$ cat config.mk
export PLATFORM = sky130hd
export DESIGN_NAME = pce_pin_change
export DESIGN_NICKNAME = d
export VERILOG_FILES = /design/src/core/pce_pkg.sv /design/src/core/pce_pin_change.sv /design/src/core/pce_edge_det.sv
export SDC_FILE = /design/constraint.sdc
export NUM_CORES = 1
export LEC_CHECK = 0
export ABC_CLOCK_PERIOD_IN_PS = 4240
export BUFFER_PORTS_ARGS = -buffer_cell sky130_fd_sc_hd__clkbuf_2
export CAP_MARGIN = 10
export CELL_PAD_IN_SITES_DETAIL_PLACEMENT = 1
export CELL_PAD_IN_SITES_GLOBAL_PLACEMENT = 1
export CORE_ASPECT_RATIO = 0.8
export CORE_MARGIN = 2
export CORE_UTILIZATION = 49
export DETAILED_ROUTE_END_ITERATION = 10
export PLACE_DENSITY = 0.87
export SETUP_SLACK_MARGIN = 0.3
export SLEW_MARGIN = 15
export SYNTH_ARGS = -nofsm -noshare
export SYNTH_HDL_FRONTEND = slang
export SYNTH_HIERARCHICAL = 1
export SYNTH_SLANG_ARGS = --single-unit
$ cat constraint.sdc
create_clock -name clk_in -period 4.24 [get_ports clk_in]
set_input_delay 0.212 -clock clk_in [delete_from_list [all_inputs] [get_ports clk_in]]
set_output_delay 0.212 -clock clk_in [all_outputs]
set_load 0.005 [all_outputs]
$ cat src/core/pce_pkg.sv
// constants shared by the pin change interrupt block
package pce_pkg;
	localparam int ADDR_W        = 8;
	localparam int DATA_W        = 8;
	localparam int NUM_PORTS_DEF = 3;
	localparam int PORT_W_DEF    = 8;
	localparam int MAX_PORTS     = 8;

	// register offsets, one byte register per address
	localparam logic [ADDR_W-1:0] ADDR_RISE_BASE  = 8'h00;
	localparam logic [ADDR_W-1:0] ADDR_FALL_BASE  = 8'h08;
	localparam logic [ADDR_W-1:0] ADDR_FLAG_BASE  = 8'h10;
	localparam logic [ADDR_W-1:0] ADDR_LEVEL_BASE = 8'h18;
	localparam logic [ADDR_W-1:0] ADDR_INT_CTRL   = 8'h20;
	localparam logic [ADDR_W-1:0] ADDR_IRQ_STAT   = 8'h21;
	localparam logic [ADDR_W-1:0] ADDR_IRQ_MASK   = 8'h22;

	// interrupt_control_reg fields
	localparam int BIT_SUMMARY   = 0;
	localparam int BIT_MASTER_EN = 3;

	// event status / mask fields
	localparam int EV_W          = 3;
	localparam int BIT_EV_EDGE   = 0;
	localparam int BIT_EV_WAKE   = 1;
	localparam int BIT_EV_REPEAT = 2;

	// reset values
	localparam logic [DATA_W-1:0] RST_ENABLE = 8'h00;
	localparam logic [DATA_W-1:0] RST_FLAG   = 8'h00;
	localparam logic              RST_MASTER = 1'b0;
	localparam logic [EV_W-1:0]   RST_EV     = 3'h0;

	// edge detector priming depth after reset
	localparam int PRIME_STAGES = 2;
endpackage

$ cat src/core/pce_pin_change.sv
// pin change interrupt: edge enables, pin flags, summary and interrupt outputs
//
// Chosen here: strobed register access and the register addresses.
`timescale 1ns/1ps
module pce_pin_change #(
	parameter int NUM_PORTS = pce_pkg::NUM_PORTS_DEF,
	parameter int PORT_W    = pce_pkg::PORT_W_DEF
) (
	// clock, reset, enable
	input  wire logic                        clk_in,
	input  wire logic                        sys_rst_in,
	input  wire logic                        ce_in,
	// port pins, port p at bits p*PORT_W upward
	input  wire logic [NUM_PORTS*PORT_W-1:0] pins_in,
	// processor state
	input  wire logic                        sleep_in,
	// register port
	input  wire logic [pce_pkg::ADDR_W-1:0]  addr_in,
	input  wire logic [pce_pkg::DATA_W-1:0]  wr_data_in,
	input  wire logic                        wr_in,
	input  wire logic                        rd_in,
	output logic      [pce_pkg::DATA_W-1:0]  rd_data_out,
	// interrupt and wake outputs
	output logic                             chg_irq_out,
	output logic                             summary_flag_out,
	output logic                             irq_out,
	output logic                             wake_out
);
	import pce_pkg::*;

	// parameters that the address map or data path cannot hold
	if (NUM_PORTS < 1 || NUM_PORTS > MAX_PORTS) begin : g_chk_ports
		$error("NUM_PORTS out of range");
	end
	if (PORT_W < 1 || PORT_W > DATA_W) begin : g_chk_width
		$error("PORT_W out of range");
	end

	// per-port state
	logic [PORT_W-1:0]  rise_en_r  [NUM_PORTS];
	logic [PORT_W-1:0]  fall_en_r  [NUM_PORTS];
	logic [PORT_W-1:0]  flag_r     [NUM_PORTS];
	logic [PORT_W-1:0]  flag_nxt   [NUM_PORTS];
	logic [PORT_W-1:0]  rise_w     [NUM_PORTS];
	logic [PORT_W-1:0]  fall_w     [NUM_PORTS];
	logic [PORT_W-1:0]  level_w    [NUM_PORTS];
	logic [PORT_W-1:0]  hit_w      [NUM_PORTS];
	logic [NUM_PORTS-1:0] port_hit_w;
	logic [NUM_PORTS-1:0] port_repeat_w;

	// shared state
	logic                 master_en_r;
	logic [EV_W-1:0]      ev_stat_r;
	logic [EV_W-1:0]      ev_stat_nxt;
	logic [EV_W-1:0]      ev_mask_r;
	logic [EV_W-1:0]      ev_set_w;
	logic [EV_W-1:0]      ev_clr_w;
	logic                 any_hit_w;
	logic                 any_flag_nxt;
	logic                 any_flag_w;
	logic [DATA_W-1:0]    rd_data_nxt;
	logic [DATA_W-1:0]    rd_data_r;
	logic                 chg_irq_r;
	logic                 summary_r;
	logic                 irq_r;
	logic                 wake_r;

	// decoded shared writes
	logic                 wr_ctrl_w;
	logic                 wr_stat_w;
	logic                 wr_mask_w;

	assign wr_ctrl_w = ce_in && wr_in && (addr_in == ADDR_INT_CTRL);
	assign wr_stat_w = ce_in && wr_in && (addr_in == ADDR_IRQ_STAT);
	assign wr_mask_w = ce_in && wr_in && (addr_in == ADDR_IRQ_MASK);

	for (genvar gp = 0; gp < NUM_PORTS; gp++) begin : g_port
		localparam logic [ADDR_W-1:0] A_RISE = ADDR_RISE_BASE + ADDR_W'(gp);
		localparam logic [ADDR_W-1:0] A_FALL = ADDR_FALL_BASE + ADDR_W'(gp);
		localparam logic [ADDR_W-1:0] A_FLAG = ADDR_FLAG_BASE + ADDR_W'(gp);

		logic wr_rise_w;
		logic wr_fall_w;
		logic wr_flag_w;

		assign wr_rise_w = ce_in && wr_in && (addr_in == A_RISE);
		assign wr_fall_w = ce_in && wr_in && (addr_in == A_FALL);
		assign wr_flag_w = ce_in && wr_in && (addr_in == A_FLAG);

		pce_edge_det #(
			.W (PORT_W)
		) u_det (
			.clk_in     (clk_in),
			.sys_rst_in (sys_rst_in),
			.ce_in      (ce_in),
			.pins_in    (pins_in[gp*PORT_W +: PORT_W]),
			.rise_out   (rise_w[gp]),
			.fall_out   (fall_w[gp]),
			.level_out  (level_w[gp])
		);

		// rising edge enables, one bit per pin
		always_ff @(posedge clk_in) begin
			if (sys_rst_in) begin
				rise_en_r[gp] <= RST_ENABLE[PORT_W-1:0];
			end else if (wr_rise_w) begin
				rise_en_r[gp] <= wr_data_in[PORT_W-1:0];
			end
		end

		// falling edge enables, one bit per pin
		always_ff @(posedge clk_in) begin
			if (sys_rst_in) begin
				fall_en_r[gp] <= RST_ENABLE[PORT_W-1:0];
			end else if (wr_fall_w) begin
				fall_en_r[gp] <= wr_data_in[PORT_W-1:0];
			end
		end

		// armed detections; both polarities may be armed at once
		assign hit_w[gp] = (rise_w[gp] & rise_en_r[gp])
			| (fall_w[gp] & fall_en_r[gp]);

		// a write stores its value, but a fresh hit always wins, so a
		// clearing write cannot swallow an edge that lands with it
		always_comb begin
			flag_nxt[gp] = flag_r[gp];
			if (wr_flag_w) begin
				flag_nxt[gp] = wr_data_in[PORT_W-1:0];
			end
			flag_nxt[gp] = flag_nxt[gp] | hit_w[gp];
		end

		always_ff @(posedge clk_in) begin
			if (sys_rst_in) begin
				flag_r[gp] <= RST_FLAG[PORT_W-1:0];
			end else if (ce_in) begin
				flag_r[gp] <= flag_nxt[gp];
			end
		end

		assign port_hit_w[gp]    = |hit_w[gp];
		// an edge on a pin whose flag is still pending
		assign port_repeat_w[gp] = |(hit_w[gp] & flag_r[gp]);
	end

	// summary of every flag, both the stored and the next value
	always_comb begin
		any_flag_nxt = 1'b0;
		any_flag_w   = 1'b0;
		for (int p = 0; p < NUM_PORTS; p++) begin
			any_flag_nxt = any_flag_nxt | (|flag_nxt[p]);
			any_flag_w   = any_flag_w | (|flag_r[p]);
		end
	end

	assign any_hit_w = |port_hit_w;

	// master change interrupt enable
	always_ff @(posedge clk_in) begin
		if (sys_rst_in) begin
			master_en_r <= RST_MASTER;
		end else if (wr_ctrl_w) begin
			master_en_r <= wr_data_in[BIT_MASTER_EN];
		end
	end

	// summary flag output tracks the flags in the same cycle
	always_ff @(posedge clk_in) begin
		if (sys_rst_in) begin
			summary_r <= 1'b0;
		end else if (ce_in) begin
			summary_r <= any_flag_nxt;
		end
	end

	// change request: flags keep setting, only the request is gated
	always_ff @(posedge clk_in) begin
		if (sys_rst_in) begin
			chg_irq_r <= 1'b0;
		end else if (ce_in) begin
			chg_irq_r <= any_flag_nxt & master_en_r;
		end
	end

	// wake holds while asleep once an armed edge arrived with master set;
	// it falls with sleep_in so a second sleep needs a new edge
	always_ff @(posedge clk_in) begin
		if (sys_rst_in) begin
			wake_r <= 1'b0;
		end else if (ce_in) begin
			if (!sleep_in) begin
				wake_r <= 1'b0;
			end else if (any_hit_w && master_en_r) begin
				wake_r <= 1'b1;
			end
		end
	end

	// event status: sticky, write one to clear, a new event wins
	assign ev_set_w[BIT_EV_EDGE]   = any_hit_w;
	assign ev_set_w[BIT_EV_WAKE]   = any_hit_w & master_en_r & sleep_in;
	assign ev_set_w[BIT_EV_REPEAT] = |port_repeat_w;
	assign ev_clr_w = wr_stat_w ? wr_data_in[EV_W-1:0] : '0;
	assign ev_stat_nxt = (ev_stat_r & ~ev_clr_w) | ev_set_w;

	always_ff @(posedge clk_in) begin
		if (sys_rst_in) begin
			ev_stat_r <= RST_EV;
		end else if (ce_in) begin
			ev_stat_r <= ev_stat_nxt;
		end
	end

	always_ff @(posedge clk_in) begin
		if (sys_rst_in) begin
			ev_mask_r <= RST_EV;
		end else if (wr_mask_w) begin
			ev_mask_r <= wr_data_in[EV_W-1:0];
		end
	end

	always_ff @(posedge clk_in) begin
		if (sys_rst_in) begin
			irq_r <= 1'b0;
		end else if (ce_in) begin
			irq_r <= |(ev_stat_nxt & ev_mask_r);
		end
	end

	// read decode; unmapped addresses read zero
	always_comb begin
		rd_data_nxt = '0;
		if (addr_in == ADDR_INT_CTRL) begin
			rd_data_nxt[BIT_SUMMARY]   = any_flag_w;
			rd_data_nxt[BIT_MASTER_EN] = master_en_r;
		end else if (addr_in == ADDR_IRQ_STAT) begin
			rd_data_nxt = DATA_W'(ev_stat_r);
		end else if (addr_in == ADDR_IRQ_MASK) begin
			rd_data_nxt = DATA_W'(ev_mask_r);
		end else begin
			for (int p = 0; p < NUM_PORTS; p++) begin
				if (addr_in == ADDR_RISE_BASE + ADDR_W'(p)) begin
					rd_data_nxt = DATA_W'(rise_en_r[p]);
				end else if (addr_in == ADDR_FALL_BASE + ADDR_W'(p)) begin
					rd_data_nxt = DATA_W'(fall_en_r[p]);
				end else if (addr_in == ADDR_FLAG_BASE + ADDR_W'(p)) begin
					rd_data_nxt = DATA_W'(flag_r[p]);
				end else if (addr_in == ADDR_LEVEL_BASE + ADDR_W'(p)) begin
					rd_data_nxt = DATA_W'(level_w[p]);
				end
			end
		end
	end

	// read data stands in the cycle after a strobe taken with ce_in high, and holds while ce_in is low
	always_ff @(posedge clk_in) begin
		if (sys_rst_in) begin
			rd_data_r <= '0;
		end else if (ce_in) begin
			rd_data_r <= rd_in ? rd_data_nxt : '0;
		end
	end

	assign rd_data_out      = rd_data_r;
	assign chg_irq_out      = chg_irq_r;
	assign summary_flag_out = summary_r;
	assign irq_out          = irq_r;
	assign wake_out         = wake_r;
endmodule // pce_pin_change

$ cat src/core/pce_edge_det.sv
// per-port synchronous rising and falling edge detector
`timescale 1ns/1ps
module pce_edge_det #(
	parameter int W = 8
) (
	// clock and control
	input  wire logic         clk_in,
	input  wire logic         sys_rst_in,
	input  wire logic         ce_in,
	// pins
	input  wire logic [W-1:0] pins_in,
	// detections, valid in the cycle after a sample
	output logic      [W-1:0] rise_out,
	output logic      [W-1:0] fall_out,
	output logic      [W-1:0] level_out
);
	import pce_pkg::*;

	logic [W-1:0]              sample_r;
	logic [W-1:0]              prev_r;
	logic [PRIME_STAGES-1:0]   primed_r;

	// sample and previous sample; one transition gives one detection
	always_ff @(posedge clk_in) begin
		if (sys_rst_in) begin
			sample_r <= '0;
			prev_r   <= '0;
		end else if (ce_in) begin
			sample_r <= pins_in;
			prev_r   <= sample_r;
		end
	end

	// a pin high at reset release is not a rising edge: hold off until
	// both sample stages carry real pin values
	always_ff @(posedge clk_in) begin
		if (sys_rst_in) begin
			primed_r <= '0;
		end else if (ce_in) begin
			primed_r <= {primed_r[PRIME_STAGES-2:0], 1'b1};
		end
	end

	// separate detectors for each polarity
	always_comb begin
		rise_out = '0;
		fall_out = '0;
		if (primed_r[PRIME_STAGES-1]) begin
			rise_out = sample_r & ~prev_r;
			fall_out = ~sample_r & prev_r;
		end
	end

	assign level_out = sample_r;
endmodule // pce_edge_det

==> results.cfg <==
[status]
status = finished, final reports clean

[sta]
rsz0062_at_grt = no
tightestPinTransition_ps = 1100
layout_min_cycle_time_ps = 2620
clock_skew_ps = 8.66
relSlewSlack_pct = 24.7
slew_violations = 0
final-hold-violation-count = 0
period_share_pct = 61.9
setup_viol = 0
timing.fmax_mhz = 381
fin_tns_setup_ps = 0
whs_ps = 7.64

[synthesis]
synth-edff-count = 72
yosys_most_used_dff = dfxtp_1
synth_area_leader_cell = edfxtp_1
synth.distinct_cells = 68
avgSynthCellArea_sq_um = 9.61
synth_top_area_share_pct = 27.5
ys_seq_area_share_pct = 46.0
ys_top_cells_by_count = nor2_1, dfxtp_1, edfxtp_1
ys_ff_latch = 145
synth_top_cells_by_area = edfxtp_1, dfxtp_1, mux2i_1, nor2_1, a22o_1
synth_nets = 865
synthCells = 819
synth.most_common_cell = nor2_1
syn-cell-area_sq_mm = 0.00787
postSynth.asyncResetShare_pct = 0
ys.warnings.count = 6

[setup_path]
crit_required_ps = 4580
critical_path.startpoint = g_port[0].u_det/primed_r[1]
cp_num_cells = 7
critPathMaxStageDelay_ps = 490
cp-endpoint = irq_out
r2r_setup_slack_ps = 1620
cpMaxStageDelayCell = dfxtp_1
r2r-end = irq_out
r2r_start = g_port[0].u_det/primed_r[1]
ff2ff_path_depth = 7
endpoint_kind = register
worst_setup_path_start_kind = register
crit_arrival_ps = 2960
crit_type = reg2reg
crit_family = compound AO/OA/AOI/OAI gates
path_buf_inv = 0
path_cells = and3b_1 > a22o_1 > nor4_1 > and4_1 > a21boi_0 > a31o_2 > a211o_1
cp_max_fo = 17

[grt]
grt_antenna_before_repair = 1
grt-ovfl-total = 0
grt_max_degree = 69
grt_pass1_vias = 7426
grt_pass1_wl_mm = 45.7
gr-usage-all-layers_pct = 35.4

[final_layout]
n_antenna_cell = 0
nets = 893
drive_gt1_share_pct = 14.1
areaGrowthSynthToFinish_pct = 12.0
fill_cells = 1812

[die]
dieHeight_um = 117
rows = 41
start_util_pct = 50.0
core_sq_mm = 0.0157
die_w_um = 146
ios = 58
dieArea_sq_mm = 0.0171

[pwr]
ir_drop_mv = 0.246
p_per_area_mw_per_mm2 = 404
leakagePower_nw = 3.50

[detailed_routing]
num_vias = 7330
ant_nets = 0
drt_wl_total_mm = 30.2
viasPerCell = 6.82
drc = 0
dr.pass1.iters = 5
wl_per_cell_um = 28.1
drt-initial-drc-count = 868

[cts]
clkSlewWorstSetupHoldPaths_ps = 70
cts_buffers = 17
cts_tree = done
cts_num_sinks = 145
cts_root_buffer = clkbuf_16
holdBufCountCts = 0
post-cts-setup-buffers = 0
insertion_delay_ps = 450
postCtsResizedCells = 0
clockBufferDepth = 2
h-tree-depth = 4

[placement]
port_buffers = 57
dp_hpwl_mm = 21.5
gp_congestion = 1.03

[job]
maxCapViolCount = 0

[min_path]
hold_class = in2reg
[final cells by class]
cell class	instances	area, sq um	share of cell area, %
multi-input combinational	603	3880	44.0
sequential	145	3620	41.1
clock buffer	19	453	5.14
timing repair buffer	68	370	4.20
tap	215	269	3.05
clock inverter	13	170	1.93
inverter	12	45.0	0.511
[registers in the layout, summed over array words and instances, names as in the netlist]
register / cells
ev_mask_r: 3
rise_en_r: 24
g_port.u_det/prev_r: 24
g_port.u_det/level_out: 24
chg_irq_out: 1
flag_r: 24
irq_out: 1
ev_stat_r: 3
wake_out: 1
g_port.u_det/primed_r: 6
fall_en_r: 24
rd_data_out: 8
summary_flag_out: 1
master_en_r: 1
[cells in the final DEF, fill, tap and decap left out, types with 3 or more instances in the layout]
master       n
a2111oi_0    3
a211o_1      3
a211oi_1    16
a21boi_0     5
a21o_1       8
a21oi_1     29
a221o_1      6
a22o_1      28
a22oi_1     15
a31oi_1      6
a32o_1       3
a32oi_1     10
a41o_1       8
a41oi_1      5
and2_1      21
and3b_1     18
and4_1       3
buf_4       12
bufinv_16    3
clkbuf_16   17
clkbuf_2    56
dfxtp_1     73
edfxtp_1    72
inv_1       11
inv_4        3
mux2_2       8
mux2i_1     55
nand2_1     59
nand3_1     10
nand4_1      9
nor2_1     139
nor2b_1      4
nor3_1      33
nor4_1      29
o21ai_0     18
o22ai_1      5
o31ai_1      3
[metrics by stage]
step	total power [mW]	instances	instance area (sq um)	util (%)	setup slack, ps
final	3.56	1075	8810	55.9	1620
after global placement	1.92	1043	8190	52.0	1450
after global routing	3.63	1075	8810	55.9	1480
after detailed placement	1.94	1043	8190	52.0	1330
after floorplan	1.81	819	7870	-	2110
after CTS	3.55	1075	8810	55.9	1680
[report_power, final]
part	switching [mW]	internal (mW)
Clock	0.662	0.969
Sequential	0.0901	1.54
Combinational	0.198	0.0989
[cell families (layout without fill, tap and decap cells)]
| group | count (synthesis) | in the layout | share of synthesized area [%] |
|---|---|---|---|
| compound gates | 188 | 188 | 17.9 |
| mux | 63 | 63 | 8.14 |
| flops | 145 | 145 | 46.0 |
| simple gates | 352 | 352 | 23.2 |
| buf+inv | 71 | 112 | 4.77 |
[metal layers]
metal	GRT usage (%)	wire, um	vias to the layer above
li1	-	-	3161
met1	47.1	12200	3631
met2	54.3	13500	440
met3	10.1	3310	96
met4	14.6	1110	2
met5	0	13	-
[worst min path at each step]
stage | from | endpoint | cells after the start
floorplan | wr_data_in[0] | ev_mask_r[0] | 2
global placement | g_port[0].u_det/primed_r[0] | g_port[0].u_det/primed_r[0] | 2
detailed placement | pins_in[11] | g_port[1].u_det/level_out[3] | 3
CTS | pins_in[12] | g_port[1].u_det/level_out[4] | 3
global route | pins_in[12] | g_port[1].u_det/level_out[4] | 3
finish | pins_in[21] | g_port[2].u_det/level_out[5] | 3
[worst register-to-register path: cells and delay by family (launching register included)]
family             cells  cell delay, ps
and+or+nand+nor        3            1000
DFF                    1             490
AOI/OAI and AO/OA      4            1030
Power figures use the tool's default switching activity.
